### config.mk
export PLATFORM = sky130hd
export DESIGN_NAME = ise_core
export DESIGN_NICKNAME = d
export VERILOG_FILES = /design/src/rtl/ise_pkg.sv /design/src/rtl/ise_core.sv
export SDC_FILE = /design/constraint.sdc
export NUM_CORES = 1
export LEC_CHECK = 0
export BUFFER_PORTS_ARGS = -buffer_cell sky130_fd_sc_hd__buf_4
export CELL_PAD_IN_SITES_DETAIL_PLACEMENT = 2
export CELL_PAD_IN_SITES_GLOBAL_PLACEMENT = 2
export CORE_MARGIN = 2
export CORE_UTILIZATION = 32
export DETAILED_ROUTE_END_ITERATION = 12
export PLACE_DENSITY_LB_ADDON = 0.1
export SLEW_MARGIN = 20
export SYNTH_ARGS = -nofsm -noshare
export SYNTH_HDL_FRONTEND = slang
export SYNTH_SLANG_ARGS = --single-unit
### constraint.sdc
create_clock -name core_clk -period 41.7 [get_ports core_clk]
set_clock_uncertainty 0.1 [all_clocks]
set_input_delay 4.17 -clock core_clk [delete_from_list [all_inputs] [get_ports core_clk]]
set_output_delay 4.17 -clock core_clk [all_outputs]
set_load 0.01 [all_outputs]
### src/rtl/ise_pkg.sv
// Constants shared by the interrupt entry logic: register addresses,
// field positions, reset values, source map and vector layout.
// Assumes a byte-wide special-register port driven by the CPU core.
package ise_pkg;
   // Source counts and widths
   localparam int NMAIN = 7;
   localparam int NEXT  = 16;
   localparam int NSRC  = NMAIN + NEXT;
   localparam int LVL_W = 2;
   localparam int SID_W = 5;
   localparam int STK_DEPTH = 4;
   localparam int DEP_W = 3;
   // Register addresses
   localparam logic [7:0] EN_REG_ADDR   = 8'hA8;
   localparam logic [7:0] PAGE_SEL_ADDR = 8'hA7;
   // Reset values
   localparam logic [7:0] EN_REG_RST = 8'h00;
   localparam logic [7:0] PAGE_RST   = 8'h00;
   // Enable register field positions
   localparam int GLOBAL_EN_BIT = 7;
   localparam int SPI_EN_BIT    = 6;
   localparam int T2_EN_BIT     = 5;
   localparam int UART_EN_BIT   = 4;
   localparam int T1_EN_BIT     = 3;
   localparam int EXT1_EN_BIT   = 2;
   localparam int T0_EN_BIT     = 1;
   localparam int EXT0_EN_BIT   = 0;
   // Sources whose pending flag clears itself on vectoring
   localparam logic [NSRC-1:0] AUTO_CLR = 23'h00000F;
   // Vector table and page loaded on entry
   localparam logic [15:0] VEC_BASE = 16'h0003;
   localparam logic [15:0] VEC_STEP = 16'h0008;
   localparam logic [7:0]  ISR_PAGE = 8'h00;
endpackage
### src/rtl/ise_core.sv
// Interrupt request latching, masking, priority pick, vector call
// and register-page stack for a small microcontroller core.
// Assumes the core pulses instr_done at each instruction end and
// return_from_isr at the end of a return from interrupt, never both.
//
// Function
// A source event sets its pending flag regardless of enables.
// Enabled pending source requests a call to its vector after current instruction.
// Return from routine resumes the instruction that would have run next.
// A pending flag of a disabled source raises no request.
// Every source has its own enable bit in main or extended registers.
// Global enable low blocks every source.
// Each source carries one of four priority levels.
// Request during enable clear taken only before a single-cycle instruction.
// Software follows an enable clear with a two-byte instruction.
// A cleared enable bit reads back zero inside the routine.
// Some flags clear on vectoring; software clears the rest.
// Flag still set after return re-enters after one more instruction.
// Enable bit 5 unmasks timer 2, low or high overflow.
// Bits 2 and 0 unmask external lines 1 and 0.
// Bits 3 and 1 unmask timer 1 and timer 0 overflow.
// Bit 6 unmasks the serial peripheral, bit 4 the UART.
// Main enable register is on every page and bit-writable.
// Vectoring pushes the page selector and loads the routine's page.
// Page select is stack top and writable any time; here a write in the same cycle as a vector call or a return is lost.
// Highest level wins; lowest source index breaks ties.
// Return pops the page stack, restoring the prior page.
`timescale 1ns/1ps
module ise_core
   import ise_pkg::*;
(
   input  wire logic                           core_clk,
   input  wire logic                           rstn,
   input  wire logic                           ce,
   input  wire logic [7:0]                     sfr_addr,
   input  wire logic                           sfr_wr,
   input  wire logic [7:0]                     sfr_wdata,
   input  wire logic                           sfr_rd,
   output logic      [7:0]                     sfr_rdata,
   input  wire logic                           sfr_bit_wr,
   input  wire logic [7:0]                     sfr_bit_addr,
   input  wire logic                           sfr_bit_val,
   input  wire logic [7:0]                     extended_enable_reg_one,
   input  wire logic [7:0]                     extended_enable_reg_two,
   input  wire logic [ise_pkg::NSRC*ise_pkg::LVL_W-1:0] src_prio,
   input  wire logic [ise_pkg::NSRC-1:0]       src_evt,
   input  wire logic                           timer2_low_overflow_flag,
   input  wire logic                           timer2_high_overflow_flag,
   input  wire logic [ise_pkg::NSRC-1:0]       pend_clr,
   input  wire logic                           instr_done,
   input  wire logic                           next_multi_cycle,
   input  wire logic                           return_from_isr,
   output logic                                irq_req,
   output logic                                vector_call,
   output logic      [15:0]                    vec_addr,
   output logic      [ise_pkg::SID_W-1:0]      src_id,
   output logic      [ise_pkg::NSRC-1:0]       pending,
   output logic      [7:0]                     register_page_select,
   output logic      [ise_pkg::DEP_W-1:0]      page_stack_index,
   output logic      [7:0]                     interrupt_enable_reg
);
   import ise_pkg::*;

   logic [7:0]              en_reg_q;
   logic [7:0]              page_q;
   logic [NSRC-1:0]         pend_q;
   logic [NSRC-1:0]         evt;
   logic [NSRC-1:0]         en_all;
   logic [DEP_W-1:0]        dep_q;
   logic [LVL_W-1:0]        lvl_stk_q [STK_DEPTH];
   logic [7:0]              pg_stk_q  [STK_DEPTH];
   logic                    req_now;
   logic [SID_W-1:0]        sel_now;
   logic [LVL_W-1:0]        lvl_now;
   logic                    req_q;
   logic [SID_W-1:0]        sel_q;
   logic [LVL_W-1:0]        lvl_q;
   logic                    take;
   logic [SID_W-1:0]        take_id;
   logic [LVL_W-1:0]        take_lvl;
   logic                    pop;
   logic                    call_q;
   logic [15:0]             vec_q;
   logic [SID_W-1:0]        sid_q;
   logic [7:0]              rdata_q;

   ////////////////////////////////////////////////////////////////////
   // Main enable register, byte and bit writes
   always_ff @(posedge core_clk or negedge rstn) begin
      if (!rstn) begin
         en_reg_q <= EN_REG_RST;
      end else if (ce) begin
         if (sfr_wr && sfr_addr == EN_REG_ADDR) begin
            en_reg_q <= sfr_wdata;
         end else if (sfr_bit_wr && sfr_bit_addr[7:3] == EN_REG_ADDR[7:3]) begin
            en_reg_q[sfr_bit_addr[2:0]] <= sfr_bit_val;
         end
      end
   end

   // Read port; the enable is already clear when the routine reads it
   always_ff @(posedge core_clk or negedge rstn) begin
      if (!rstn) begin
         rdata_q <= 8'h00;
      end else if (ce && sfr_rd) begin
         if (sfr_addr == EN_REG_ADDR) begin
            rdata_q <= en_reg_q;
         end else if (sfr_addr == PAGE_SEL_ADDR) begin
            rdata_q <= page_q;
         end else begin
            rdata_q <= 8'h00;
         end
      end
   end

   ////////////////////////////////////////////////////////////////////
   // Per-source enables; main bits follow the source index
   assign en_all = {extended_enable_reg_two, extended_enable_reg_one,
                    en_reg_q[SPI_EN_BIT:EXT0_EN_BIT]}
                   & {NSRC{en_reg_q[GLOBAL_EN_BIT]}};

   // Pending flags; a new event wins over a clear in the same cycle
   for (genvar i = 0; i < NSRC; i++) begin : g_pend
      logic clr;
      if (i == T2_EN_BIT) begin : g_t2
         assign evt[i] = src_evt[i] | timer2_low_overflow_flag
                         | timer2_high_overflow_flag;
      end else begin : g_oth
         assign evt[i] = src_evt[i];
      end
      assign clr = pend_clr[i] | (take && AUTO_CLR[i]
                   && take_id == SID_W'(i));
      always_ff @(posedge core_clk or negedge rstn) begin
         if (!rstn) begin
            pend_q[i] <= 1'b0;
         end else if (ce) begin
            pend_q[i] <= evt[i] | (pend_q[i] & ~clr);
         end
      end
   end

   ////////////////////////////////////////////////////////////////////
   // Priority pick: only levels above the one in service may enter
   always_comb begin
      logic [LVL_W-1:0] p;
      logic             open;
      p = '0;
      open = 1'b0;
      req_now = 1'b0;
      sel_now = '0;
      lvl_now = '0;
      for (int i = NSRC - 1; i >= 0; i--) begin
         p = src_prio[i*LVL_W +: LVL_W];
         open = (dep_q == '0) || (p > lvl_stk_q[dep_q[1:0] - 2'd1]);
         if (pend_q[i] && en_all[i] && open && dep_q < DEP_W'(STK_DEPTH)
             && (!req_now || p >= lvl_now)) begin
            req_now = 1'b1;
            sel_now = SID_W'(i);
            lvl_now = p;
         end
      end
   end

   // Request seen one cycle back survives an enable clear
   always_ff @(posedge core_clk or negedge rstn) begin
      if (!rstn) begin
         req_q <= 1'b0;
         sel_q <= '0;
         lvl_q <= '0;
      end else if (ce) begin
         req_q <= req_now;
         sel_q <= sel_now;
         lvl_q <= lvl_now;
      end
   end

   // Taken at an instruction end, never at the end of a return
   assign take = instr_done && !return_from_isr
                 && (req_now || (req_q && !next_multi_cycle));
   assign take_id  = req_now ? sel_now : sel_q;
   assign take_lvl = req_now ? lvl_now : lvl_q;
   assign pop = return_from_isr && dep_q != '0;

   ////////////////////////////////////////////////////////////////////
   // Vector call strobe and address
   always_ff @(posedge core_clk or negedge rstn) begin
      if (!rstn) begin
         call_q <= 1'b0;
         vec_q  <= 16'h0000;
         sid_q  <= '0;
      end else if (ce) begin
         call_q <= take;
         if (take) begin
            sid_q <= take_id;
            vec_q <= VEC_BASE + 16'(VEC_STEP * take_id);
         end
      end
   end

   // Page stack entries, one per nesting level
   always_ff @(posedge core_clk or negedge rstn) begin
      if (!rstn) begin
         for (int k = 0; k < STK_DEPTH; k++) begin
            lvl_stk_q[k] <= '0;
            pg_stk_q[k]  <= PAGE_RST;
         end
      end else if (ce && take) begin
         lvl_stk_q[dep_q[1:0]] <= take_lvl;
         pg_stk_q[dep_q[1:0]]  <= page_q;
      end
   end

   // Stack depth; return lands on the instruction after the call
   always_ff @(posedge core_clk or negedge rstn) begin
      if (!rstn) begin
         dep_q <= '0;
      end else if (ce) begin
         if (take) begin
            dep_q <= dep_q + DEP_W'(1);
         end else if (pop) begin
            dep_q <= dep_q - DEP_W'(1);
         end
      end
   end

   // Page select is the stack top; hardware moves beat software writes
   always_ff @(posedge core_clk or negedge rstn) begin
      if (!rstn) begin
         page_q <= PAGE_RST;
      end else if (ce) begin
         if (take) begin
            page_q <= ISR_PAGE;
         end else if (pop) begin
            page_q <= pg_stk_q[dep_q[1:0] - 2'd1];
         end else if (sfr_wr && sfr_addr == PAGE_SEL_ADDR) begin
            page_q <= sfr_wdata;
         end
      end
   end

   ////////////////////////////////////////////////////////////////////
   // Outputs, all from flip-flops
   assign sfr_rdata            = rdata_q;
   assign irq_req              = req_q;
   assign vector_call          = call_q;
   assign vec_addr             = vec_q;
   assign src_id               = sid_q;
   assign pending              = pend_q;
   assign register_page_select = page_q;
   assign page_stack_index     = dep_q;
   assign interrupt_enable_reg = en_reg_q;
endmodule

==> Word-level counts from Yosys, hierarchy flattened <==
Cells that the tools add are included.
{ "word_totals": {"out_inout_bits": 73, "ff_bits": 120, "in_bits": 144, "elab_cells": 461} }
{ "op_classes": {"order_cmp": 51, "reduce_logical": 186, "n_addsub": 4, "eq_ne": 6, "mux": 95, "bitwise": 78} }
{ "ops": {"columns": ["operator", "count"], "rows": [
  ["5-bit 2-to-1 mux", 24],
  ["1-bit logical AND", 106],
  ["8-bit 2-to-1 mux", 10],
  ["2-bit 2-to-1 mux", 27],
  ["2-bit > comparator", 23],
  ["1-bit logical OR", 46],
  ["2-bit greater-or-equal comparator", 22],
  ["32-bit bitwise mux", 1],
  ["1-bit OR", 29],
  ["1-bit logical NOT", 24],
  ["1-bit 2-to-1 mux", 24],
  ["1-bit bitwise AND", 23],
  ["23-bit bitwise AND", 1],
  ["1-bit NOT", 23],
  ["8-bit binary-select mux with 2-bit select", 1],
  ["8-bit bitwise mux", 2],
  ["8-bit demux with 2-bit select", 1],
  ["8-bit == test, second input constant", 2],
  ["5-bit by 2-bit == test with 1-bit output, second input constant", 2],
  ["2-bit by 8-bit adder with 9-bit output, first input constant", 1],
  ["2-bit AND reduction", 4],
  ["3-bit greater-or-equal comparator, second input constant", 2],
  ["3-bit 2-to-1 mux", 2],
  ["2-bit NOT with 3-bit output", 2],
  ["16 further kinds", 18]
]} }

==> Longest topological paths before layout <==
Gate-level depths: netlist (run 1).
{ "logic_depth": {"word_depth": 105, "mapped_depth": 168, "mapped_depth_nobuf": 165} }

==> Worst setup path after synthesis (run 1) <==
No wires, ideal clock.
{ "synth_timing": {"kind": "input to register", "start": "input port src_prio[45] in the netlist's numbering", "end": "register pend_q[3], in the netlist pending[3]", "setup_time_ns": 0.125, "arrival_time_ns": 31.906, "required_ns": 41.475, "path_slack_ns": 9.569, "path_stages": 159, "path_buffers": 1, "cell_sequence": "ha_1 -> nor2b_1 -> or3_1 -> nand3_1 -> inv_1 -> ha_1 -> nand2b_1 -> a21oi_1 -> and3_1 -> o32ai_1 -> ha_1 -> nand2b_1 -> a21oi_1 -> a21oi_1 -> mux2_4 -> ha_1 -> a21o_1 -> and3_1 -> (+123 left out) -> nand2_1 -> nand2_1 -> ha_1 -> nand2b_1 -> a211o_1 -> nand2_1 -> nand2_1 -> o31a_1 -> ha_1 -> nand2b_1 -> a21oi_1 -> o21ai_0 -> nand2b_1 -> nor4_1 -> o31ai_1 -> nand4b_1 -> nor4_1 -> o21ai_1"} }
{ "synth_via": {"elab_chain_len": 100, "word_cells_on_any_way": 169, "classes_between": "23 x order compare; 1 x eq/ne; 69 x mux; 4 x bitwise; 72 x reduce/logical"} }
{ "synth_lines": {"columns": ["item", "line", "source"], "rows": [
  ["start: declaration", "ise_core.sv:45", "input wire logic [ise_pkg::NSRC*ise_pkg::LVL_W-1:0] src_prio,"],
  ["2-bit > comparator", "ise_core.sv:154", "open = (dep_q == '0) || (p > lvl_stk_q[dep_q[1:0] - 2'd1]);"],
  ["1-bit logical OR", "ise_core.sv:154", null],
  ["1-bit logical AND (2 in a row)", "ise_core.sv:155", "if (pend_q[i] && en_all[i] && open && dep_q < DEP_W'(STK_DEPTH)"],
  ["2-bit 2-to-1 mux or 1-bit 2-to-1 mux (tied branches)", "ise_core.sv:155", null],
  ["2-bit greater-or-equal comparator or 1-bit logical NOT (tied branches)", "ise_core.sv:156", "&& (!req_now || p >= lvl_now)) begin"],
  ["1-bit logical OR", "ise_core.sv:156", null],
  ["1-bit logical AND", "ise_core.sv:156", null],
  ["2-bit 2-to-1 mux or 1-bit 2-to-1 mux (tied branches)", "ise_core.sv:155", null],
  ["(+83 left out)", null, null],
  ["5-bit 2-to-1 mux or 1-bit 2-to-1 mux (tied branches)", "ise_core.sv:155", null],
  ["5-bit 2-to-1 mux or 1-bit logical OR (tied branches)", "ise_core.sv:180, ise_core.sv:179", null],
  ["5-bit by 2-bit == test with 1-bit output or 1-bit logical AND (tied branches)", "ise_core.sv:132, ise_core.sv:179", null],
  ["1-bit logical AND (*)", "ise_core.sv:132", "&& take_id == SID_W'(i));"],
  ["1-bit OR (*)", "ise_core.sv:131", "assign clr = pend_clr[i] | (take && AUTO_CLR[i]"],
  ["1-bit NOT (*)", "ise_core.sv:137", "pend_q[i] <= evt[i] | (pend_q[i] & ~clr);"],
  ["1-bit bitwise AND (*)", "ise_core.sv:137", null],
  ["1-bit OR (*)", "ise_core.sv:137", null],
  ["end signal: indexed assignment", "ise_core.sv:137", null],
  ["end: declaration", "ise_core.sv:66", "logic [NSRC-1:0] pend_q;"]
]} }
Every way passes the cells marked *; elsewhere a longest branch is shown, timed or not.
A chain may end at the register's enable or synchronous reset.

==> Worst setup path after layout (run 1) <==
Same ends and word-level chain as after synthesis.

==> results of run 1 <==
## area by class of cell
cell class | instances | area share (%)
timing repair buffer | 217 | 14.7
clock buffer | 9 | 2.03
tap | 372 | 4.20
inverter | 46 | 1.56
sequential | 105 | 23.7
clock inverter | 7 | 0.801
multi-input combinational | 831 | 53.0
## power by group through the flow
stage	Combinational, uW	Clock (uW)	Sequential, uW
after global routing	206	102	153
after floorplan	107	0	146
after global placement	177	0	149
final	184	95.7	149
after CTS	187	97.4	149
after detailed placement	185	0	151
## cells by family after synthesis
kind of cell | Yosys count
compound gates | 324
xor+xnor | 2
fa+ha+maj | 81
buf+inv | 90
flops | 105
mux | 65
other cells | 1
simple gates | 350
## metal layers
| layer | routed length (um) | GRT usage, % |
|---|---|---|
| met1 | 16100 | 32.3 |
| met2 | 17500 | 43.6 |
| met3 | 1020 | 2.01 |
| met4 | 448 | 4.46 |
| met5 | 0 | 0 |
## worst paths after layout
kind                           endpoint  slack, ps                 from
setup / recovery             pending[3]       4330         src_prio[45]
hold reg to reg            lvl_stk_q[7]        390         lvl_stk_q[7]
max in group asynchronous   vec_addr[7]      36470                 rstn
min in group asynchronous   pg_stk_q[9]       3710                 rstn
setup reg to reg             pending[3]       6330  page_stack_index[0]
hold / removal             lvl_stk_q[7]        390         lvl_stk_q[7]
## tightest hold or removal path, cell delays in order (launching register included)
cell	delay [ps]
dfrtp_1	350
nand2_1	50
o21ai_0	60
## per-stage QoR
stage	util, %	instance area, um^2	power (uW)
2_1_floorplan	-	8900	252
3_3_place_gp	39.8	10800	326
3_5_place_dp	39.8	10800	336
4_1_cts	40.9	11100	433
5_1_grt	40.9	11100	460
6_report	40.9	11100	429
## synth_stat cells (all sizes together), types with 4 or more instances
library cell,instances
a211o,7
a211oi,8
a21boi,7
a21o,11
a21oi,80
a22o,20
a22oi,13
a31oi,9
and2,12
and3,10
buf,22
clkbuf,22
dfrtp,105
ha,80
inv,45
mux2,49
mux2i,6
mux4,10
nand2,145
nand2b,31
nand3,33
nand4,7
nor2,31
nor2b,32
nor3,15
nor4,10
o2111a,7
o2111ai,9
o211ai,14
o21a,11
o21ai,73
o31a,5
o31ai,12
or2,6
or3,4
==> impl_metrics.tcl, run 1 <==
set metrics [dict create \
    fin_cells 1587 \
    final_common_cell "buf_4" \
    final_antenna_net_count 0 \
    ys_ff_latch 105 \
    relSlewSlack_pct 32.0 \
    pre_cts_ws_ps 4400 \
    synth-seq-area-share_pct 29.6 \
    synth_compound_area_share_pct 24.9 \
    crit_top_cell "ha_1" \
    viasPerCell 5.55 \
    synthDistinctLibCells 82 \
    finalHoldViolations 0 \
    coreArea_um2 27100 \
    grt_pass1_vias 9539 \
    first_pass_iters 4 \
    ff2ff_path_depth 162 \
    power_switching_uw 176 \
    die_h_um 171 \
    cts_root_buf "clkbuf_16" \
    power.leakage_uw 0.00528 \
    cp_slowest_stage_delay_ps 580 \
    power_frac_comb_pct 42.9 \
    grt_use_total_pct 24.4 \
    timing.final.ws_setup_ps 4330 \
    hold_path.class "reg2reg" \
    place_congestion 0.881 \
    fin_hold_ws_ps 389 \
    fillers 3035 \
    cts_resized 0 \
    top_register "pg_stk_q" \
    rsz0062_at_grt "no" \
    drive_gt1_share_pct 25.8 \
    die_area_um2 29100 \
    cp-end-kind "flip-flop" \
    yosysTopAreaCellShare_pct 29.6 \
    antenna_found_initial 0 \
    clkPwrFrac_pct 22.3 \
    regArea_um2 2630 \
    internal_power_uw 252 \
    die_w_um 171 \
    worst_slew_pin_slew_ps 1010 \
    post-route-period-util_pct 89.6 \
    clk_latency_ps 360 \
    drc 0 \
    clockBufferDepth 2 \
    cts_tree "built" \
    crit_cells 158 \
    synth_fa_ha_area_share_pct 11.5 \
    drt_iter0_markers 264 \
    slew_violations 0 \
    setup_viol 0 \
    max_freq_mhz 26.8 \
    finalSetupTns_ps 0 \
    area_delta_synth_final_pct 25.0 \
    dp_hpwl_um 27800 \
    grt_max_degree 64 \
    diodes 0 \
    clkTransAtPathRegs_ps 80 \
    synthCells 1018 \
    cp-start-kind "input pin" \
    postCtsSetupBuffers 0 \
    synth_top_family_by_area "compound AO/OA/AOI/OAI gates" \
    grt_overflow_total 0 \
    synth-edff-count 0 \
    h-tree-depth 3 \
    synth_top_flop_cell "dfrtp_1" \
    fin_crit_ps 37370 \
    yosys.area_share.simple_pct 19.8 \
    worst-path-buf-inv 4 \
    cap_violations 0 \
    outcome "finished clean" \
    largest_reg_flops 32 \
    ys_async_sr_fraction_pct 100 \
    vias 8804 \
    cp.arrival_ps 37500 \
    layout_common_cells "217 x buf_4, 145 x nand2_1, 105 x dfrtp_1" \
    p_seq_share_pct 34.8 \
    grt_pass1_wl_um 55000 \
    initial_core_util_pct 32.7 \
    critPathMaxFanout 9 \
    synth_top_cell_by_area "dfrtp_1" \
    critPathKind "in2reg" \
    holdPathStages 2 \
    syn_area_um2 8870 \
    rows 60 \
    cp_slowest_cell "a21boi_0" \
    multi_input_area_um2 5880 \
    syn_avg_cell_area_um2 8.72 \
    synthTopCellsByArea "dfrtp_1 30%, ha_1 11%, nand2_1 6.1%" \
    cpLargestDelayFamily "compound AO/OA/AOI/OAI gates" \
    cts_made_buffers 9 \
    power_density_nw_per_um2 38.6 \
    yosysWarnings 0 \
    io-pin-count 217 \
    wire_per_inst_um 22.1 \
    swShare_pct 41.1 \
    placedCellCount 1571 \
    drt-total-wl_um 35000 \
    muxShareOfSynthArea_pct 9.48 \
    clock-sinks 105 \
    critPathRequiredTime_ps 41820 \
    cts_hold_buf 0 \
    synth_xor_area_share_pct 0.197 \
    nNetsFinal 1435 \
    io_buffers 207 \
    ir_drop_mv 0.0226 \
]
No activity file was read; power rests on OpenSTA's default activity.
==> run 2: changes to the inputs <==
- RECOVER_POWER: unset -> 50
==> run 2 against run 1 <==
- the flow now finishes with violations (max-capacitance violations, max-slew violations)
- clock-buffer cell count did not move
- first-iteration DRC count rose by 3.8%
- final cell count did not move
- design area fell by 2.2%
- non-clock buffer count did not move
- worst setup slack got worse by 71 ps
- largest power group unchanged
- critical path depth did not move
- maximum frequency fell by 0.19%
- hold slack barely moved
- largest cell class unchanged
- sequential power barely moved
- sequential share of layout area rose by 0.54 points
- global-route usage did not move
==> impl_metrics.tcl, run 2 (synthesis results as in run 1) <==
set metrics [dict create \
    relSlewSlack_pct -141 \
    design_area_um2 10800 \
    grt_max_degree 64 \
    grt_pass1_vias 9539 \
    first_pass_iters 4 \
    hold_path.class "reg2reg" \
    final_antenna_net_count 0 \
    clk_latency_ps 360 \
    coreArea_um2 27100 \
    cp.arrival_ps 37570 \
    die_area_um2 29100 \
    viasPerCell 5.56 \
    dp_hpwl_um 27800 \
    clkTransAtPathRegs_ps 80 \
    vias 8825 \
    post-route-period-util_pct 89.8 \
    layout_common_cells "151 x buf_4, 145 x nand2_1, 105 x dfrtp_1" \
    fillers 3103 \
    slew_violations 162 \
    top_register "pg_stk_q" \
    area_delta_synth_final_pct 22.2 \
    io_buffers 207 \
    cts_root_buf "clkbuf_16" \
    grt_overflow_total 0 \
    place_congestion 0.881 \
    io-pin-count 217 \
    fin_cells 1587 \
    cts_made_buffers 9 \
    worst_slew_pin_slew_ps 3610 \
    cp-end-kind "flip-flop" \
    drt_iter0_markers 274 \
    rows 60 \
    cp-start-kind "input pin" \
    placedCellCount 1571 \
    setup_viol 0 \
    power_density_nw_per_um2 38.7 \
    holdPathStages 2 \
    violations "max-capacitance violations, max-slew violations" \
    die_w_um 171 \
    initial_core_util_pct 32.7 \
    outcome "complete, but fails checks" \
    max_freq_mhz 26.7 \
    hold_start "lvl_stk_q[7]" \
    drt-total-wl_um 35000 \
    power.leakage_uw 0.00502 \
    clock-sinks 105 \
    r2r_slack_ps 6250 \
    ir_drop_mv 0.0224 \
    grt_use_total_pct 24.4 \
    setup.worst_path.start "src_prio[45]" \
    wire_per_inst_um 22.1 \
    h-tree-depth 3 \
    drc 0 \
    antenna_found_initial 0 \
    critPathKind "in2reg" \
    die_h_um 171 \
    finalSetupTns_ps 0 \
    cp_slowest_cell "a21boi_0" \
    min_to "lvl_stk_q[7]" \
    cts_hold_buf 0 \
    placed_cell_area_um2 10800 \
    finalHoldViolations 0 \
    grt_pass1_wl_um 55000 \
    cts_tree "built" \
    cp_slowest_stage_delay_ps 590 \
    largest_reg_flops 32 \
    fin_crit_ps 37440 \
    r2r_end "pending[3]" \
    rsz0062_at_grt "no" \
    cap_violations 3 \
    drive_gt1_share_pct 20.4 \
    nNetsFinal 1435 \
    clockBufferDepth 2 \
    postCtsSetupBuffers 0 \
    critPathRequiredTime_ps 41830 \
    cts_resized 0 \
    fin_util_pct 40.0 \
    crit_top_cell "ha_1" \
    final_common_cell "buf_4" \
    r2r_start "page_stack_index[0]" \
    diodes 0 \
    ff2ff_path_depth 162 \
    critPathMaxFanout 9 \
]
run 2: changes by cell type in the layout (fill, tap and decap cells not counted):
cell,before,now
buf_4,217,151
clkbuf_1,0,66
run 2: critical path, delay by kind of cell:
kind / cells / cell delay [ps]
mux: 2 / 740
compound gates: 66 / 15260
fa+ha+maj: 23 / 6130
simple gates: 63 / 10890
buf+inv: 4 / 360
run 2: worst max-delay path by stage:
stage	depth (start not counted)	end	slack [ps]
finish	158	pending[3]	4260
global route	159	pending[3]	1420
CTS	158	pending[3]	4620
detailed placement	158	pending[3]	4400
global placement	159	pending[3]	5670
floorplan	159	pending[3]	9570
run 2: through the flow:
stage               hold WS [ps]  setup slack [ps]  power, uW
finish                       389              4260        420
global route                 421              1420        451
CTS                          396              4620        433
detailed placement           377              4400        336
global placement             358              5670        326
floorplan                    343              9570        252
run 2: area by class of cell:
type / count / area, um^2 / share of cell area (%)
tap: 372 / 465 / 4.29
clock inverter: 7 / 88.8 / 0.819
sequential: 105 / 2630 / 24.2
timing repair buffer: 217 / 1380 / 12.7
multi-input combinational: 831 / 5880 / 54.3
inverter: 46 / 173 / 1.59
clock buffer: 9 / 225 / 2.08
run 2: power by group:
part           switching (uW)  internal [uW]
Combinational             100           75.2
Sequential               24.1            125
Clock                    51.3           44.2
Total                     176            244
run 2: metal layers:
metal  GRT usage [%]  vias to the layer above  wire [um]
met5               0                        -          0
met4            4.46                        0        466
met3            2.01                       26       1010
met2            43.6                      169      17500
met1            32.3                     4469      16100
li1                -                     4161          -
==> run 3: changes to the inputs <==
- clock period: 41.7 -> 42.7 ns (I/O delays scaled with it)
==> run 3 against run 2 <==
- the flow still finishes with violations (max-capacitance violations, max-slew violations)
- routed wire length barely moved
- combinational power is 2% lower
- critical path depth did not move
- clock-buffer cell count did not move
- final cell count unchanged
- sequential cell count did not move
- sequential power fell by 3%
- first-iteration DRC count is 13% higher
- register-to-register slack improved by 1400 ps
- design area hardly changed
- via count rose by 0.29%
- total power decreased by 2.6%
- critical endpoint unchanged
- largest cell class unchanged
- largest power group unchanged
==> impl_metrics.tcl, run 3 (synthesis results as in run 1) <==
set metrics [dict create \
    fin_util_pct 40.0 \
    violations "max-capacitance violations, max-slew violations" \
    finalSetupTns_ps 0 \
    ir_drop_mv 0.0237 \
    postCtsSetupBuffers 0 \
    hold_start "lvl_stk_q[0]" \
    layout_common_cells "153 x buf_4, 145 x nand2_1, 105 x dfrtp_1" \
    cts_made_buffers 9 \
    coreArea_um2 27100 \
    clock-sinks 105 \
    clk_latency_ps 370 \
    setup_viol 0 \
    fin_cells 1587 \
    swShare_pct 41.6 \
    area_delta_synth_final_pct 22.3 \
    diodes 0 \
    drt-total-wl_um 35000 \
    hold_path.class "reg2reg" \
    fillers 3096 \
    grt_pass1_wl_um 54200 \
    drt_iter0_markers 310 \
    rows 60 \
    die_w_um 171 \
    wire_per_inst_um 22.1 \
    grt_pass1_vias 9437 \
    final_antenna_net_count 0 \
    relSlewSlack_pct -145 \
    viasPerCell 5.58 \
    vias 8851 \
    io_buffers 207 \
    crit_top_cell "ha_1" \
    cp-start-kind "input pin" \
    cap_violations 3 \
    clkTransAtPathRegs_ps 90 \
    setup.worst_path.start "src_prio[45]" \
    drive_gt1_share_pct 20.7 \
    regArea_um2 2630 \
    final_common_cell "buf_4" \
    critPathMaxFanout 9 \
    place_congestion 0.892 \
    cts_tree "built" \
    cp_slowest_cell "a21boi_0" \
    cp_slowest_stage_delay_ps 590 \
    r2r_start "page_stack_index[0]" \
    p_seq_share_pct 35.3 \
    rsz0062_at_grt "no" \
    die_area_um2 29100 \
    top_register "pg_stk_q" \
    drc 0 \
    outcome "complete, but fails checks" \
    internal_power_uw 239 \
    finalHoldViolations 0 \
    nNetsFinal 1435 \
    worst_slew_pin_slew_ps 3670 \
    post-route-period-util_pct 87.0 \
    grt_overflow_total 0 \
    power_density_nw_per_um2 37.7 \
    placedCellCount 1571 \
    slew_violations 162 \
    io-pin-count 217 \
    fin_crit_ps 37150 \
    cts_resized 0 \
    critPathKind "in2reg" \
    grt_use_total_pct 24.1 \
    h-tree-depth 3 \
    cts_root_buf "clkbuf_16" \
    clockBufferDepth 2 \
    power_switching_uw 170 \
    die_h_um 171 \
    power_frac_comb_pct 42.0 \
    multi_input_area_um2 5890 \
    antenna_found_initial 0 \
    initial_core_util_pct 32.7 \
    largest_reg_flops 32 \
    grt_max_degree 66 \
    cp.arrival_ps 37290 \
    max_freq_mhz 26.9 \
    dp_hpwl_um 27700 \
    power.leakage_uw 0.00503 \
    cp-end-kind "flip-flop" \
    critPathRequiredTime_ps 42840 \
    clkPwrFrac_pct 22.7 \
    cts_hold_buf 0 \
    first_pass_iters 4 \
]
run 3: stage by stage:
stage | cell area (um^2) | worst slack, ps | total power (uW) | hold slack (ps)
6_report | 10900 | 5550 | 409 | 389
5_1_grt | 10900 | 2670 | 439 | 412
4_1_cts | 11100 | 5810 | 423 | 395
3_5_place_dp | 10800 | 5640 | 328 | 376
3_3_place_gp | 10800 | 6690 | 319 | 357
2_1_floorplan | 8900 | 10470 | 247 | 343
run 3: cell type report:
type	instances	share of cell area, %
Sequential cell	105	24.2
Timing Repair Buffer	217	12.8
Clock buffer	9	2.08
Multi-Input combinational cell	831	54.3
Inverter	46	1.59
Tap cell	372	4.29
Clock inverter	7	0.772
run 3: worst max-delay path, delay by kind of cell:
kind	cells	cell delay (ps)
fa+ha+maj	23	6180
buf+inv	4	360
simple gates	64	10940
compound gates	65	14760
mux	2	760
run 3: metal layers:
metal  vias up  global-route usage, %  wire, um
li1       4170                      -         -
met1      4472                   31.1     15900
met2       172                   43.2     17500
met3        37                   2.73       985
met4         0                   5.28       600
met5         -                      0         0
run 3: path summary, 6_finish.rpt:
kind	depth (start not counted)	endpoint	slack [ps]
min in group asynchronous	1	pg_stk_q[1]	4600
max in group asynchronous	2	page_stack_index[2]	33390
max reg2reg	162	pending[3]	7660
max	158	pending[3]	5550
min reg2reg	2	lvl_stk_q[0]	390
min	2	lvl_stk_q[0]	390
run 3: power by group through the flow:
stage | clock, uW | combinational, uW | sequential [uW]
2_1_floorplan | 0 | 104 | 142
3_3_place_gp | 0 | 174 | 146
3_5_place_dp | 0 | 181 | 147
4_1_cts | 95.5 | 182 | 145
5_1_grt | 98.1 | 192 | 148
6_report | 92.7 | 172 | 144
